<file path="config.mk">
export PLATFORM = sky130hd
export DESIGN_NAME = gsp_global_protect
export DESIGN_NICKNAME = d
export VERILOG_FILES = /design/src/gsp_pkg.sv /design/src/gsp_global_protect.sv /design/src/gsp_pin_sync.sv /design/src/gsp_byte_rx.sv
export VERILOG_INCLUDE_DIRS = /design/src
export SDC_FILE = /design/constraint.sdc
export NUM_CORES = 1
export LEC_CHECK = 0
export ABC_AREA = 1
export BUFFER_PORTS_ARGS = -buffer_cell sky130_fd_sc_hd__buf_4
export CAP_MARGIN = 20
export CELL_PAD_IN_SITES_DETAIL_PLACEMENT = 1
export CELL_PAD_IN_SITES_GLOBAL_PLACEMENT = 1
export CORE_MARGIN = 2
export CORE_UTILIZATION = 34
export CTS_CLUSTER_DIAMETER = 40
export DETAILED_ROUTE_END_ITERATION = 8
export PLACE_DENSITY_LB_ADDON = 0.12
export RECOVER_POWER = 25
export SETUP_SLACK_MARGIN = 0.1
export SYNTH_ARGS = -nofsm -noshare
export SYNTH_HDL_FRONTEND = slang
export SYNTH_SLANG_ARGS = --single-unit
</file>
<file path="constraint.sdc">
create_clock -name sys_clk -period 1.2 [get_ports sys_clk]
set_input_delay 0.06 -clock sys_clk [delete_from_list [all_inputs] [get_ports sys_clk]]
set_output_delay 0.06 -clock sys_clk [all_outputs]
set_load 0.05 [all_outputs]
</file>
<file path="src/gsp_consts.svh">
`ifndef GSP_CONSTS_SVH
`define GSP_CONSTS_SVH

// ==========================================================
// Register port offsets
`define GSP_OFS_STATUS 4'h0
`define GSP_OFS_SECT 4'h4
`define GSP_OFS_CTRL 4'h8

// ==========================================================
// Status byte fields
`define GSP_BIT_LOCK 7
`define GSP_BIT_WP 4
`define GSP_DEC_HI 5
`define GSP_DEC_LO 2
`define GSP_SWP_HI 3
`define GSP_SWP_LO 2

// ==========================================================
// Reset values and counts
`define GSP_LOCK_RST 1'h0
`define GSP_SECT_RST 16'hffff
`define GSP_CTRL_RST 1'h1
`define GSP_FRAME_BITS 5'h10
`define GSP_SWP_NONE 2'h0
`define GSP_SWP_SOME 2'h1
`define GSP_SWP_ALL 2'h3

`endif

</file>
<file path="src/gsp_pkg.sv">
package gsp_pkg;

    typedef struct packed {
        logic [3:0] q1;
        logic [3:0] q2;
        logic [3:0] q3;
        logic [3:0] o;
    } gsp_sync_t;

    typedef struct packed {
        logic [7:0] sh;
        logic [4:0] cnt;
        logic [7:0] data;
        logic sck_d;
        logic cs_d;
        logic end_p;
        logic full;
    } gsp_rx_t;

    typedef struct packed {
        logic lock;
        logic [15:0] sect;
        logic glob_en;
        logic [31:0] rdata;
        logic wel_clr;
    } gsp_st_t;

endpackage : gsp_pkg

</file>
<file path="src/gsp_global_protect.sv">
//
// Overview of operation
// - Allowed write with bits 5..2 all ones protects every sector.
// - Allowed write with bits 5..2 all zeros unprotects every sector.
// - Any other pattern in bits 5..2 leaves sector bits unchanged.
// - Lock clear, writing 00h unprotects all, lock stays clear.
// - Lock clear, writing 7Fh protects all, lock stays clear.
// - Lock clear, writing FFh protects all and sets lock.
// - Writing 0Fh with protect pin high clears lock, no global change.
// - Writing F0h with lock clear sets lock, sectors untouched.
// - Bits 5..2 are decoded only, never stored.
// - Only bit 7 is stored as lock when a change is allowed.
// - Status bits 4..2 show pin state and aggregate protection.
// - Pin low and lock set: no global op, lock unchanged.
// - Pin high and lock set: no global protection change.
// - Pin high and lock set: bit 7 zero clears lock.
// - Per-sector commands still change single bits after global op.
// - Status write executes only with write enable latch set.
`timescale 1ns/1ps
`include "gsp_consts.svh"

module gsp_global_protect
    import gsp_pkg::*;
(
    input wire logic sys_clk,
    input wire logic rst_b,
    input wire logic cs_b,
    input wire logic sck,
    input wire logic si,
    input wire logic wp_b,
    input wire logic wrsr_sel,
    input wire logic write_enable_latch,
    input wire logic sect_cmd_valid,
    input wire logic sect_cmd_set,
    input wire logic [3:0] sect_cmd_idx,
    input wire logic [3:0] reg_addr,
    input wire logic [31:0] reg_wdata,
    input wire logic reg_wr,
    input wire logic reg_rd,
    output logic [31:0] reg_rdata,
    output logic sector_prot_lock,
    output logic [15:0] sector_prot,
    output logic [7:0] status_bits,
    output logic wel_clr
);

    // ==========================================================
    // Pin synchronisers and byte capture
    logic [3:0] pins_s;
    logic cs_b_s;
    logic sck_s;
    logic si_s;
    logic wp_b_s;
    logic [7:0] data_byte;
    logic frame_full;
    logic frame_end;

    gsp_pin_sync u_sync (
        .sys_clk(sys_clk),
        .rst_b(rst_b),
        .pin_in({wp_b, si, sck, cs_b}),
        .pin_out(pins_s)
    );

    assign cs_b_s = pins_s[0];
    assign sck_s = pins_s[1];
    assign si_s = pins_s[2];
    assign wp_b_s = pins_s[3];

    gsp_byte_rx u_rx (
        .sys_clk(sys_clk),
        .rst_b(rst_b),
        .cs_b_s(cs_b_s),
        .sck_s(sck_s),
        .si_s(si_s),
        .data_byte(data_byte),
        .frame_full(frame_full),
        .frame_end(frame_end)
    );

    // ==========================================================
    // Decode
    gsp_st_t st_r;
    gsp_st_t st_nxt;

    logic [3:0] dec_field;
    logic dec_all_one;
    logic dec_all_zero;
    logic hw_locked;
    logic wr_exec;
    logic [1:0] swp;
    logic [7:0] stat_byte;

    // Field is only looked at here, no flop keeps it
    assign dec_field = data_byte[`GSP_DEC_HI:`GSP_DEC_LO];
    assign dec_all_one = &dec_field;
    assign dec_all_zero = ~|dec_field;
    assign hw_locked = !wp_b_s && st_r.lock;

    // Whole data byte then chip select rise, with latch set
    assign wr_exec = frame_end && frame_full && wrsr_sel
                     && write_enable_latch;

    always_comb begin
        if (&st_r.sect) begin
            swp = `GSP_SWP_ALL;
        end else if (|st_r.sect) begin
            swp = `GSP_SWP_SOME;
        end else begin
            swp = `GSP_SWP_NONE;
        end
    end

    // Bits 4..2 report pin and aggregate state, not the written data
    always_comb begin
        stat_byte = 8'h0;
        stat_byte[`GSP_BIT_LOCK] = st_r.lock;
        stat_byte[`GSP_BIT_WP] = wp_b_s;
        stat_byte[`GSP_SWP_HI:`GSP_SWP_LO] = swp;
    end

    // ==========================================================
    // Next state
    always_comb begin
        st_nxt = st_r;
        st_nxt.wel_clr = 1'b0;

        // Per-sector commands work while unlocked; a global change in the same cycle wins
        if (sect_cmd_valid && !st_r.lock) begin
            st_nxt.sect[sect_cmd_idx] = sect_cmd_set;
        end

        if (wr_exec) begin
            st_nxt.wel_clr = 1'b1;
            // Global decode only while unlocked; a soft-locked part
            // needs one write to unlock and a second to act
            if (!st_r.lock && st_r.glob_en) begin
                if (dec_all_one) begin
                    st_nxt.sect = `GSP_SECT_RST;
                end else if (dec_all_zero) begin
                    st_nxt.sect = 16'h0;
                end
                // Other patterns fall through untouched
            end
            // Hard lock freezes the bit; otherwise bit 7 is stored
            if (!hw_locked) begin
                st_nxt.lock = data_byte[`GSP_BIT_LOCK];
            end
        end

        if (reg_wr && reg_addr == `GSP_OFS_CTRL) begin
            st_nxt.glob_en = reg_wdata[0];
        end

        st_nxt.rdata = 32'h0;
        if (reg_rd) begin
            case (reg_addr)
                `GSP_OFS_STATUS: st_nxt.rdata = {24'h0, stat_byte};
                `GSP_OFS_SECT: st_nxt.rdata = {16'h0, st_r.sect};
                `GSP_OFS_CTRL: st_nxt.rdata = {31'h0, st_r.glob_en};
                default: st_nxt.rdata = 32'h0;
            endcase
        end
    end

    // Power-up state: all sectors protected, lock clear
    always_ff @(posedge sys_clk or negedge rst_b) begin
        if (!rst_b) begin
            st_r <= '{lock: `GSP_LOCK_RST, sect: `GSP_SECT_RST,
                      glob_en: `GSP_CTRL_RST, rdata: 32'h0,
                      wel_clr: 1'b0};
        end else begin
            st_r <= st_nxt;
        end
    end

    assign reg_rdata = st_r.rdata;
    assign sector_prot_lock = st_r.lock;
    assign sector_prot = st_r.sect;
    assign status_bits = stat_byte;
    assign wel_clr = st_r.wel_clr;

endmodule : gsp_global_protect

</file>
<file path="src/gsp_pin_sync.sv">
`timescale 1ns/1ps
`include "gsp_consts.svh"

module gsp_pin_sync
    import gsp_pkg::*;
(
    input wire logic sys_clk,
    input wire logic rst_b,
    input wire logic [3:0] pin_in,
    output logic [3:0] pin_out
);

    gsp_sync_t st_r;
    gsp_sync_t st_nxt;

    // ==========================================================
    // Three stages; a change is taken once stages two and three agree
    always_comb begin
        st_nxt = st_r;
        st_nxt.q1 = pin_in;
        st_nxt.q2 = st_r.q1;
        st_nxt.q3 = st_r.q2;
        for (int i = 0; i < 4; i++) begin
            if (st_r.q2[i] == st_r.q3[i]) begin
                st_nxt.o[i] = st_r.q3[i];
            end
        end
    end

    // Idle levels: chip select and write protect high, clock low
    always_ff @(posedge sys_clk or negedge rst_b) begin
        if (!rst_b) begin
            st_r <= '{q1: 4'h9, q2: 4'h9, q3: 4'h9, o: 4'h9};
        end else begin
            st_r <= st_nxt;
        end
    end

    assign pin_out = st_r.o;

endmodule : gsp_pin_sync

</file>
<file path="src/gsp_byte_rx.sv">
`timescale 1ns/1ps
`include "gsp_consts.svh"

module gsp_byte_rx
    import gsp_pkg::*;
(
    input wire logic sys_clk,
    input wire logic rst_b,
    input wire logic cs_b_s,
    input wire logic sck_s,
    input wire logic si_s,
    output logic [7:0] data_byte,
    output logic frame_full,
    output logic frame_end
);

    gsp_rx_t st_r;
    gsp_rx_t st_nxt;

    // ==========================================================
    // Shift on SCK rise (modes 0 and 3); second byte is the data
    always_comb begin
        st_nxt = st_r;
        st_nxt.sck_d = sck_s;
        st_nxt.cs_d = cs_b_s;
        st_nxt.end_p = cs_b_s && !st_r.cs_d;
        // Full must outlive the end pulse so the decode sees both at once
        if (st_r.end_p) begin
            st_nxt.full = 1'b0;
        end
        if (cs_b_s) begin
            if (!st_r.cs_d) begin
                st_nxt.cnt = 5'h0;
            end
        end else if (sck_s && !st_r.sck_d) begin
            st_nxt.sh = {st_r.sh[6:0], si_s};
            // Count saturates so trailing bytes are ignored
            if (st_r.cnt != `GSP_FRAME_BITS) begin
                st_nxt.cnt = st_r.cnt + 5'h1;
            end
            if (st_r.cnt == `GSP_FRAME_BITS - 5'h1) begin
                st_nxt.data = {st_r.sh[6:0], si_s};
                st_nxt.full = 1'b1;
            end
        end
    end

    always_ff @(posedge sys_clk or negedge rst_b) begin
        if (!rst_b) begin
            st_r <= '{sh: 8'h0, cnt: 5'h0, data: 8'h0, sck_d: 1'b0,
                      cs_d: 1'b1, end_p: 1'b0, full: 1'b0};
        end else begin
            st_r <= st_nxt;
        end
    end

    assign data_byte = st_r.data;
    assign frame_full = st_r.full;
    assign frame_end = st_r.end_p;

endmodule : gsp_byte_rx

</file>
**Word-level counts from Yosys, hierarchy flattened**

Index checks and enable logic that the tools add are counted.

- Output and inout port bits: 58
- Logic and storage cells: 80
- Input port bits: 52
- Register bits: 91

- Muxes and demuxes: 22
- Bitwise logic cells: 2
- $lt $le $gt $ge: 2
- Equal/unequal tests: 9
- Add/sub/neg operators: 1
- Reduce and logical (&&, ||, !) cells: 25

Operator list:

| kind | count |
|---|---|
| two-way mux 16 bit | 6 |
| one-hot mux 16 bit (3 select lines) | 1 |
| bitwise mux 16 bit | 1 |
| AND reduction 16 bit | 1 |
| OR reduction 16 bit | 1 |
| two-way mux 5 bit | 3 |
| two-way mux 13 bit | 1 |
| logical AND 1 bit | 10 |
| two-way mux 8 bit | 1 |
| two-way mux 1 bit | 7 |
| AND reduction 3 bit | 2 |
| adder 5 x 1 -> 5 bit, second input constant | 1 |
| equality test 5 x 4 -> 1 bit, second input constant | 1 |
| < comparator 4 x 5 -> 1 bit, second input constant | 1 |
| inequality test 5 bit, second input constant | 1 |
| demux 1 bit (select 4 bit) | 1 |
| equality test 1 bit | 4 |
| equality test 4 x 3 -> 1 bit, second input constant | 1 |
| equality test 4 bit, second input constant | 1 |
| >= comparator 4 x 1 -> 1 bit, second input constant | 1 |
| zero test 1 bit | 4 |
| zero test 4 bit | 1 |
| AND reduction 2 bit | 2 |
| AND reduction 4 bit | 1 |
| other kinds (5) | 7 |

**Logic depth before layout (Yosys ltp)**

Gate-level depths: netlist of run 1.

- Depth in word-level cells: 10
- Gate-level depth with buffers: 8

**Cells and area by module**

A second synthesis of run 1 with hierarchy kept.

- Cells, all modules: 445
- Area, all modules: 3822.4 µm²

By module, submodules not included:

| module | instances | seq. area each (µm²) | cells each | area an instance (µm²) |
|---|---|---|---|---|
| gsp_global_protect | 1 | 897.1 | 289 | 2195.9 |
| gsp_byte_rx | 1 | 601.8 | 120 | 1121.1 |
| gsp_pin_sync | 1 | 410.4 | 36 | 505.5 |

**Least setup slack after synthesis of run 1**

OpenSTA, ideal clock, no wires.

- Path type: reg2reg
- Start point: register st_r, in the netlist sector_prot[12]
- End point: register st_r, in the netlist reg_rdata[3]
- Slack: -518 ps
- Cell stages (with the launch flop): 7
- Setup time: 77 ps
- Clock period less this slack: 1718 ps
- Path buffers: 0
- Arrival time: 1640 ps
- Cells stage by stage: dfstp_2 > nand2_1 > nor2_1 > nand2_1 > nor2_1 > nand2_1 > a21oi_1

RTL lines:

| what | RTL line | text |
|---|---|---|
| start: declaration | gsp_global_protect.sv:83 | `gsp_st_t st_r;` |
| start signal: assignment | gsp_global_protect.sv:169 | `` st_r <= '{lock: `GSP_LOCK_RST, sect: `GSP_SECT_RST, `` |
| start signal: assignment | gsp_global_protect.sv:173 | `st_r <= st_nxt;` |

**Worst setup path after layout of run 1**

- Start point: register st_r, in the netlist sector_prot[4]
- End point: output status_bits[3]

- Word-level cells in the longest chain between the ends: 2

RTL lines:

| what | RTL line | text |
|---|---|---|
| AND reduction 16 bit | gsp_global_protect.sv:105 | `if (&st_r.sect) begin` |
| two-way mux 2 bit | gsp_global_protect.sv:105 |  |
| end: declaration | gsp_global_protect.sv:43 | `output logic [7:0] status_bits,` |

No other way between the ends.

==> results of run 1 <==
-- worst register-to-register path, delay by kind of cell (launching register included) --
family | cells | cell delay (ns)
AO/OA/AOI/OAI | 1 | 0.04
adder cells (fa/ha/maj) | 2 | 0.42
buffers and inverters | 1 | 0.05
flip-flops | 1 | 0.38
AND/OR/NAND/NOR | 3 | 0.30
-- cells in the final DEF, fill, tap and decap left out, drive strengths merged --
cell type / count
clkinv: 2
o21ai: 30
bufinv: 1
nand2: 117
nor3: 5
maj3: 4
a21o: 1
buf: 123
ha: 3
dfrtp: 46
a21oi: 6
nand4: 6
nand3: 7
conb: 20
inv: 42
nor2: 54
clkbuf: 16
dfstp: 26
clkinvlp: 1
dlygate4sd3: 7
-- area by class of cell --
class                      instances  area, µm²  area share
clock inverter                     5       63.8      0.0120
inverter                          41        169      0.0318
clock buffer                      11        151      0.0285
multi-input combinational        253       1560       0.293
tap                              136        170      0.0321
sequential                        72       1840       0.346
timing repair buffer             135       1360       0.256
-- routing by layer --
layer	vias to the layer above	track usage	part of all wire
met5	-	0	0
met1	1382	0.203	0.42
met2	69	0.294	0.53
li1	1391	-	-
met4	0	0.0649	0.019
met3	14	0.0280	0.034
-- power breakdown --
part	internal (mW)	switching, mW
clock network	1.09	0.998
logic	0.388	0.595
registers	2.62	0.152
-- worst paths after layout --
kind,from,endpoint,slack (ns),cells past startpoint
min,reg_addr[2],reg_rdata[2]$_DFF_PN0_,0.01,4
min in group asynchronous,rst_b,u_rx.st_r[16]$_DFFE_PN0P_,0.38,3
max reg2reg,u_rx.st_r[12]$_DFFE_PN0P_,u_rx.data_byte[2]$_DFFE_PN0P_,-0.11,7
min reg2reg,u_sync.st_nxt[10]$_DFF_PN0_,u_sync.st_nxt[6]$_DFF_PN0_,0.35,0
max,sector_prot[4]$_DFF_PN1_,status_bits[3],-0.31,5
max in group asynchronous,rst_b,sector_prot_lock$_DFFE_PN0P_,0.35,3
-- sequential cells by signal (all words and copies together) (netlist names) --
name and flops:
st_r 1, u_sync.pin_out 4, u_rx.frame_full 1, u_sync.st_r 4, reg_rdata 16, u_sync.st_nxt 8, sector_prot_lock 1, sector_prot 16
u_rx.data_byte 5, wel_clr 1, u_rx.st_r 14, u_rx.frame_end 1
-- cell families after synthesis --
group | after synthesis
buffers and inverters | 101
AOI/OAI and AO/OA | 37
DFF | 72
adders and majority gates | 7
and+or+nand+nor | 188
other | 1
-- what timing repair did --
action | 4_1_cts | 5_1_grt
endpoints found under the setup margin | 57 | 59
resized for setup | 92 | 74
hold endpoints to repair | 52 | 0
hold buffers | 7 | 0
gates cloned | 2 | 0
setup buffers | 16 | 29
pin swaps | 15 | 19
-- stage by stage --
step                hold WS (ns)  power, mW
floorplan                 -0.236       3.24
global route              0.0247       6.15
detailed placement         0.111       3.48
global placement           0.111       3.44
finish                    0.0115       5.84
CTS                      0.00197       5.75
==> results.md, run 1 <==
- Largest family of logic cells by synthesized area: simple AND/OR/NAND/NOR gates
- Final cell count without fillers: approximately 650
- DIE HEIGHT: ~110 µm
- Number of flip-flops and latches in the synthesized netlist: 72
- Area fraction in compound gates after synthesis: 0.0587
- TritonCTS clock tree: built
- Overall global routing resource usage: 0.167
- Layout Area Growth over Synthesis: 47.3%
- Stage delay of the slowest cell on the critical path: about 0.55 ns
- Max-slew violations: 0
- Final weighted congestion in routability-driven placement: between 0.7 and 0.8
- First-pass GRT wire length: 14800 µm
- Number of global-route vias before repair: ~3000
- Number of clock sinks: 72
- Xor/xnor cell area share of the yosys netlist: 0
- Gr ovfl total: 0
- Synthesis Warnings: 0
- Post-Synth Adder-Cell Area: 0.0215
- Finished layout cell area: 5310 µm²
- Simple logic cell fraction of the synthesized area: 0.239
- Max IR drop VDD: 613 µV
- Final hold vios: 0
- Row cnt: 37
- DP Wirelength: roughly 6000 µm
- Number of DRC markers after the initial detailed-route iteration: 75
- Fin Setup TNS: -2.40 ns
- Clk_skew: around 0.012 ns
- # H-tree levels: 3
- Master cell of the clock root buffer: sky130_fd_sc_hd__clkbuf_8
- IO buf count: 58
- Placed instance count: 591
- Unrepaired setup endpoints after global routing: yes
- Post-synthesis async set-or-reset flop share: 1.00
- Data arrival time at the worst-slack endpoint: ~1.5 ns
- Initial antenna violation count: 0
- Worst slack at placement: -0.117 ns
- Shortest clock period the worst path allows after layout: 1.51 ns
- Violated checks: setup timing
- Critical path required time: 1.14 ns
- Highest fanout seen on the critical path: 2
- Post-synthesis sequential area ratio: 0.509
- Largest net degree at the start of global routing: 73
- Number of distinct library cell variants in the gate-level netlist after synthesis: 29
- Fraction of synthesized cell area taken by the top area cell type: 0.319
- Per-cell routed wire length: ~14 µm
- Post-synthesis cell count: approximately 410
- Diode count: 0
- Initial core utilization: 0.349
- Clock input transition at the sequential cells of the worst setup and hold paths: about 0.090 ns
- Number of enable-type register cells in the synthesized netlist: 0
- Area enclosed by the die boundary: between 10000 and 15000 µm²
- Post-layout nets: roughly 570
- Core Area: just over 10000 µm²
- Classification of the worst setup path: reg2out
- Detailed-route via count: around 2900
- Power per cell area: between 1000 and 1500 nW/µm²
- Number of buffers created by CTS: 9
- Cell Area, Synth: ~3600 µm²
- Worst slew margin relative to its limit: 0.559
- Portion of netlist area occupied by mux cells: 0
- Most used cell along the critical path: sky130_fd_sc_hd__nand2_1
- Clock latency on the worst-skew pair: 0.35 ns
- Final ANT Viol Nets: 0
- Critical path's top delay family: flip-flops
- Final standard cell utilization of the core: 0.514
- Leakage power: around 2.7 nW
- Startpoint type of the worst setup path: flip-flop
- Top-level I/O count: 110
- Share of post-route cells with drive strength above 1: 0.540
- Crit share post-route: 1.26
- Final-report setup violation count: 35
- Main area contributors after synthesis: sky130_fd_sc_hd__dfrtp_1 32%, sky130_fd_sc_hd__dfstp_2 19%, sky130_fd_sc_hd__nand2_1 12%, sky130_fd_sc_hd__buf_4 11%, sky130_fd_sc_hd__inv_1 4.1%
- Peak Freq: ~660 MHz
- Largest area contributor in the netlist: sky130_fd_sc_hd__dfrtp_1
- Cell with the biggest individual delay on the critical path: sky130_fd_sc_hd__dfstp_2
- Worst hold-check path type: in2reg
- Avg Cell Area, Syn: 8.88 µm²
- Post-detailed-routing wire length: between 9000 and 10000 µm
- Worst-case clock buffer depth: 2
- Outcome: complete, but fails checks
- DRT Pass-1 Iters: 4
- Total of max-cap violations: 0
- Area of placed instances: approximately 4200 µm²
- Vias/cell: between 4 and 5
- Filler cell count: 1163
- Remaining DRCs: 0
- Critical path buffers and inverters: 1
- Worst-case setup margin in the final layout: -0.315 ns
- Measured slew at the worst slew-check pin: 0.662 ns
- List of most frequent post-synthesis cells: 111 x sky130_fd_sc_hd__nand2_1, 54 x sky130_fd_sc_hd__buf_4, 46 x sky130_fd_sc_hd__dfrtp_1, 39 x sky130_fd_sc_hd__inv_1, 38 x sky130_fd_sc_hd__nor2_1
- Most numerous cell in the Yosys netlist: sky130_fd_sc_hd__nand2_1
- Cell-by-cell trace of the critical path: nand2_1, nor2_1, nand2_1, nor2_4, buf_6
- Crit end category: output port
- Die outline width: ~110 µm
- Ys flop type: sky130_fd_sc_hd__dfrtp_1
(Power assumes the default switching activity.)
==> run 2: changes to the inputs <==
--- a/config.mk
+++ b/config.mk
@@ -18,6 +18,7 @@
 export PLACE_DENSITY_LB_ADDON = 0.12
 export RECOVER_POWER = 25
 export SETUP_SLACK_MARGIN = 0.1
+export SKIP_LAST_GASP = 1
 export SYNTH_ARGS = -nofsm -noshare
 export SYNTH_HDL_FRONTEND = slang
 export SYNTH_SLANG_ARGS = --single-unit
==> run 2 against run 1 <==
Effect of this change:
- the flow still finishes with violations (setup timing)
- sequential power about the same
- routed wire length down 0.97%
- non-clock buffer count down 12
- fmax down 1.5%
- critical endpoint unchanged
- highest routed layer unchanged
==> results.md, run 2 (synthesis gave the netlist of run 1 again) <==
- Diode count: 0
- DIE HEIGHT: between 100 and 150 µm
- Critical path required time: 1.14 ns
- Area enclosed by the die boundary: around 11000 µm²
- Remaining DRCs: 0
- Overall global routing resource usage: 0.165
- Internal power component: 4.10 mW
- Post-detailed-routing wire length: 9090 µm
- Final-report setup violation count: 33
- Worst r2r path cells: 7
- Share of post-route cells with drive strength above 1: 0.501
- Highest fanout seen on the critical path: 4
- Shortest clock period the worst path allows after layout: between 1.5 and 2 ns
- Number of buffers created by CTS: 9
- # H-tree levels: 3
- Top-level I/O count: 110
- Clock input transition at the sequential cells of the worst setup and hold paths: 0.09 ns
- Clk network pwr share: 0.359
- IO buf count: just under 60
- Seq pwr share: 0.473
- Peak Freq: 650 MHz
- Storage element area: ~1800 µm²
- WHS Path Cells: 4
- Vias/cell: roughly 4.4
- Worst-case setup margin in the final layout: -0.338 ns
- Measured slew at the worst slew-check pin: around 0.66 ns
- Crit end category: output port
- Master cell of the clock root buffer: sky130_fd_sc_hd__clkbuf_8
- Filler cell count: 1170
- DP Wirelength: about 6000 µm
- Power per cell area: around 1100 nW/µm²
- Max-slew violations: 0
- Classification of the worst setup path: reg2out
- Violated checks: setup timing
- Worst hold-check path type: in2reg
- Data arrival time at the worst-slack endpoint: approximately 1.5 ns
- Post-layout nets: 555
- Clock latency on the worst-skew pair: about 0.35 ns
- Row cnt: 37
- Worst Hold Endpoint: reg_rdata[2]$_DFF_PN0_
- TritonCTS clock tree: built
- Number of global-route vias before repair: about 3000
- First-pass GRT wire length: between 10000 and 15000 µm
- Die outline width: between 100 and 150 µm
- Switching power total: 1.75 mW
- Area occupied by multi-input gates: 1500 µm²
- Commonest cells after routing, fill and taps aside: 81 x sky130_fd_sc_hd__nand2_1, 64 x sky130_fd_sc_hd__buf_4, 45 x sky130_fd_sc_hd__dfrtp_1
- Initial core utilization: 0.349
- Clk_skew: about 0.011 ns
- DRT Pass-1 Iters: 4
- Initial antenna violation count: 0
- Final ANT Viol Nets: 0
- Worst flop-to-flop path startpoint: u_rx.st_r[13]$_DFFE_PN0P_
- Final hold vios: 0
- Layout Area Growth over Synthesis: 42.1%
- Largest net degree at the start of global routing: 73
- Combinational share of power: 0.169
- Final weighted congestion in routability-driven placement: a little over 0.7
- Gr ovfl total: 0
- Detailed-route via count: roughly 2800
- Total of max-cap violations: 0
- Crit share post-route: 1.28
- Number of clock sinks: 72
- Startpoint type of the worst setup path: flip-flop
- Per-cell routed wire length: 14.2 µm
- Leakage power: ~2.6 nW
- Worst-case clock buffer depth: 2
- Most common library cell in the layout ignoring fill and taps: sky130_fd_sc_hd__nand2_1
- Unrepaired setup endpoints after global routing: yes
- Switching share of total power: 0.299
- Fin Setup TNS: -2.07 ns
- Outcome: complete, but fails checks
- Number of DRC markers after the initial detailed-route iteration: 59
- Worst Min Path Start: reg_addr[2]
- Reg2reg setup slack: -0.13 ns
- Core Area: between 10000 and 15000 µm²
- Final standard cell utilization of the core: 0.496
- Max IR drop VDD: 592 µV
- Endpoint of the worst-slack reg-to-reg timing path: u_rx.data_byte[4]$_DFFE_PN0P_
- Worst slew margin relative to its limit: 0.557
run 2: cell types whose count changed in the layout (fill, tap and decap cells not counted), moves of 2 or more:
cell                      previous run  this run
sky130_fd_sc_hd__nor2_2             18        15
sky130_fd_sc_hd__o21ai_1             7        14
sky130_fd_sc_hd__buf_6              33        24
sky130_fd_sc_hd__nor2_1             26        29
sky130_fd_sc_hd__nand2_1            78        81
sky130_fd_sc_hd__buf_12              5         3
sky130_fd_sc_hd__nand2_4             9         6
sky130_fd_sc_hd__o21ai_2            21        14
sky130_fd_sc_hd__buf_4              66        64
run 2: how the worst max path moves through the flow:
stage,start,end
2_1_floorplan,sector_prot[12]$_DFF_PN1_,reg_rdata[3]$_DFF_PN0_
3_3_place_gp,u_rx.st_r[12]$_DFFE_PN0P_,u_rx.st_r[15]$_DFFE_PN0P_
3_5_place_dp,u_rx.st_r[12]$_DFFE_PN0P_,u_rx.st_r[15]$_DFFE_PN0P_
4_1_cts,sector_prot[5]$_DFF_PN1_,status_bits[3]
5_1_grt,sector_prot[15]$_DFF_PN1_,status_bits[3]
6_report,sector_prot[15]$_DFF_PN1_,status_bits[3]
run 2: critical path, cell delays in order, from the launching register on:
cell                      delay [ns]
sky130_fd_sc_hd__dfstp_2        0.57
sky130_fd_sc_hd__nand2_1        0.08
sky130_fd_sc_hd__nor2_2         0.12
sky130_fd_sc_hd__nand2_2        0.08
sky130_fd_sc_hd__nor2_4         0.12
sky130_fd_sc_hd__buf_6          0.16
run 2: stage by stage:
| stage | hold slack [ns] | cell area [µm²] | total power [mW] | std cells | setup WS [ns] |
|---|---|---|---|---|---|
| after floorplan | -0.236 | 3720 | 3.24 | 425 | -0.123 |
| after global placement | 0.111 | 4160 | 3.44 | 591 | -0.0488 |
| after detailed placement | 0.111 | 4160 | 3.48 | 591 | -0.117 |
| after CTS | 0.00197 | 4860 | 5.73 | 629 | -0.331 |
| after global routing | 0.0306 | 5120 | 6.14 | 641 | -0.412 |
| final | 0.0173 | 5120 | 5.84 | 641 | -0.338 |
run 2: final cells by class:
cell class	count	share of cell area
Clock buffer	11	0.0296
Multi-Input combinational cell	253	0.293
Clock inverter	5	0.0125
Timing Repair Buffer	123	0.240
Inverter	41	0.0330
Tap cell	136	0.0332
Sequential cell	72	0.358
run 2: repair_timing:
item	in CTS	in global routing
cloned	2	0
resized for setup	76	64
hold endpoints to repair	52	0
setup buffers	16	16
pin swaps	15	19
setup endpoints to repair	57	59
hold buffers	7	0
run 2: metal layers:
metal  part of all wire  global-route usage  wire [µm]  up-vias
li1                   -                   -          -     1370
met1               0.41               0.204       3760     1356
met2               0.54               0.291       4920       63
met3              0.032              0.0274        287       10
met4              0.013              0.0594        117        0
met5                  0                   0          0        -
run 2: power by group through the flow:
stage | clock network [mW] | logic [mW] | registers, mW
3_5_place_dp | 0 | 0.712 | 2.77
6_report | 2.09 | 0.986 | 2.76
5_1_grt | 2.28 | 1.08 | 2.78
2_1_floorplan | 0 | 0.487 | 2.75
3_3_place_gp | 0 | 0.687 | 2.76
4_1_cts | 2.15 | 0.860 | 2.72
==> run 3: changes to the inputs <==
--- a/config.mk
+++ b/config.mk
@@ -15,7 +15,7 @@
 export CORE_UTILIZATION = 34
 export CTS_CLUSTER_DIAMETER = 40
 export DETAILED_ROUTE_END_ITERATION = 8
-export PLACE_DENSITY_LB_ADDON = 0.12
+export PLACE_DENSITY = 0.72
 export RECOVER_POWER = 25
 export SETUP_SLACK_MARGIN = 0.1
 export SKIP_LAST_GASP = 1
==> run 3 against run 2 <==
Effect of this change:
- the flow finishes with violations (hold timing, setup timing)
- clock power is essentially flat
- sequential share of layout area shrank 1.4 points
- core utilization grew 2.0 points
- routed wire length grew 14%
- clock-buffer cell count grew 3
- critical endpoint unchanged
- highest routed layer unchanged
- register-to-register slack lost 0.12 ns
- flip-flop and latch count is the same
- combinational power shrank 2%
- global-route usage grew 0.27 points
==> results.md, run 3 (synthesis gave the netlist of run 1 again) <==
- Outcome: complete, but fails checks
- Violated checks: hold timing, setup timing
- Metal1 wirelength: 4060 µm
- CP Launch Point: sector_prot[7]$_DFF_PN1_
- Worst flop-to-flop path startpoint: sector_prot[14]$_DFF_PN1_
- Routed met3 length: roughly 380 µm
- Number of buffers created by CTS: 9
- Core Area: 10300 µm²
- Power per cell area: roughly 1100 nW/µm²
- # H-tree levels: 3
- Master cell of the clock root buffer: sky130_fd_sc_hd__clkbuf_8
- Fin Setup TNS: -4.48 ns
- Top-level I/O count: 110
- Max-slew violations: 0
- Max IR drop VDD: around 650 µV
- Stage delay of the slowest cell on the critical path: between 0.5 and 0.6 ns
- Most common library cell in the layout ignoring fill and taps: sky130_fd_sc_hd__nand2_1
- Worst r2r path cells: 9
- Initial antenna violation count: 0
- Overall global routing resource usage: 0.168
- Per-cell routed wire length: 15.8 µm
- Classification of the worst setup path: reg2out
- Initial core utilization: 0.349
- Detailed-route via count: a little under 3000
- Worst-case setup margin in the final layout: -0.362 ns
- Met2 WL post-DR: around 5700 µm
- Shortest clock period the worst path allows after layout: between 1.5 and 2 ns
- Power consumption: just under 6 mW
- Worst hold-check path type: in2reg
- Share of post-route cells with drive strength above 1: 0.520
- Crit share post-route: 1.30
- Critical path endpoint: status_bits[3]
- Number of clock sinks: approximately 70
- Remaining DRCs: 0
- TritonCTS clock tree: built
- Vias/cell: 4.54
- Peak Freq: between 600 and 700 MHz
- Post-detailed-routing wire length: around 10000 µm
- Critical path required time: 1.14 ns
- Data arrival time at the worst-slack endpoint: 1.50 ns
- Number of DRC markers after the initial detailed-route iteration: between 80 and 90
- Gr ovfl total: 0
- Largest net degree at the start of global routing: 33
- IO buf count: 58
- First-pass GRT wire length: between 10000 and 15000 µm
- Cell-by-cell trace of the critical path: nand2_1, nor2_1, nand2_2, nor2_4, buf_6
- Final-report setup violation count: 50
- Endpoint of the worst-slack reg-to-reg timing path: reg_rdata[2]$_DFF_PN0_
- Uppermost layer routed: met4
- Commonest cells after routing, fill and taps aside: 77 x sky130_fd_sc_hd__nand2_1, 70 x sky130_fd_sc_hd__buf_4, 45 x sky130_fd_sc_hd__dfrtp_1
- Worst-case clock buffer depth: 2
- Post-layout nets: between 500 and 600
- DIE HEIGHT: approximately 110 µm
- Number of global-route vias before repair: 3090
- Clk_skew: 0.00886 ns
- Highest fanout seen on the critical path: 3
- DRT Pass-1 Iters: 4
- Unrepaired setup endpoints after global routing: yes
- Diode count: 0
- Clock latency on the worst-skew pair: around 0.35 ns
- Total of max-cap violations: 0
- Hold Slack: -0.0106 ns
- Area enclosed by the die boundary: roughly 11000 µm²
- Cell with the biggest individual delay on the critical path: sky130_fd_sc_hd__dfstp_2
- Final ANT Viol Nets: 0
- Row cnt: 37
- Die outline width: approximately 110 µm
- Clock input transition at the sequential cells of the worst setup and hold paths: 0.08 ns
- Final weighted congestion in routability-driven placement: roughly 0.79
- Layout Area Growth over Synthesis: 47.8%
- Filler cell count: approximately 1200
- Startpoint type of the worst setup path: flip-flop
- Reg2reg setup slack: -0.25 ns
- Crit end category: output port
- DP Wirelength: ~6300 µm
- Final hold vios: 1
- Leakage power: 2.71 nW
[run 3: changes by cell type in the layout (fill, tap and decap cells not counted), sizes merged]
| cell | delta |
|---|---|
| buf | +8 |
| clkbuf | +6 |
| dlygate4sd3 | +3 |
| clkinv | -1 |
| clkinvlp | -1 |
| inv | -1 |
[run 3: final cells by class]
class                      instances  area, µm²  area share
sequential                        72       1840       0.345
multi-input combinational        253       1550       0.292
timing repair buffer             137       1390       0.261
clock buffer                      14        183      0.0343
tap                              136        170      0.0320
inverter                          41        161      0.0303
clock inverter                     2       35.0     0.00658
[run 3: through the flow]
stage / hold slack (ns) / setup slack [ns] / cells / instance area, µm² / util
final: -0.0106 / -0.362 / 655 / 5330 / 0.516
after global routing: 0.0191 / -0.433 / 655 / 5330 / 0.516
after CTS: 0.0181 / -0.363 / 634 / 4880 / 0.472
after detailed placement: -0.0594 / -0.158 / 591 / 4160 / 0.403
after global placement: -0.0608 / -0.0496 / 591 / 4160 / 0.403
after floorplan: -0.236 / -0.123 / 425 / 3720 / -
[run 3: critical path, delay by kind of cell, from the launching register on]
family	cells	cell delay (ns)
buffers and inverters	1	0.16
flip-flops	1	0.56
AND/OR/NAND/NOR	4	0.42
[run 3: worst min path at each step]
stage / start / to / cells after the start
2_1_floorplan: rst_b / reg_rdata[0]$_DFF_PN0_ / 0
3_5_place_dp: rst_b / u_rx.st_r[20]$_DFFE_PN0P_ / 1
4_1_cts: reg_addr[0] / st_r[33]$_DFFE_PN1P_ / 4
6_report: reg_addr[0] / st_r[33]$_DFFE_PN1P_ / 4
5_1_grt: reg_wr / st_r[33]$_DFFE_PN1P_ / 3
3_3_place_gp: rst_b / u_rx.st_r[22]$_DFFE_PN0P_ / 1
[run 3: per-layer routing]
layer	track usage	up-vias
met5	0	-
met4	0.0557	0
met3	0.0395	18
met2	0.299	70
met1	0.199	1483
li1	-	1401
[run 3: repair_timing]
item	CTS	global route
buffers inserted	15	19
pin swaps	17	21
hold buffers	10	0
hold endpoints to repair	57	0
setup endpoints to repair	58	59
resized for setup	78	75
gates cloned	2	2
[run 3: report_power, final]
group	total, mW	internal (mW)	switching (mW)
Sequential	2.76	2.62	0.139
Combinational	0.971	0.376	0.595
Clock	2.10	1.19	0.912
Total	5.83	4.18	1.65
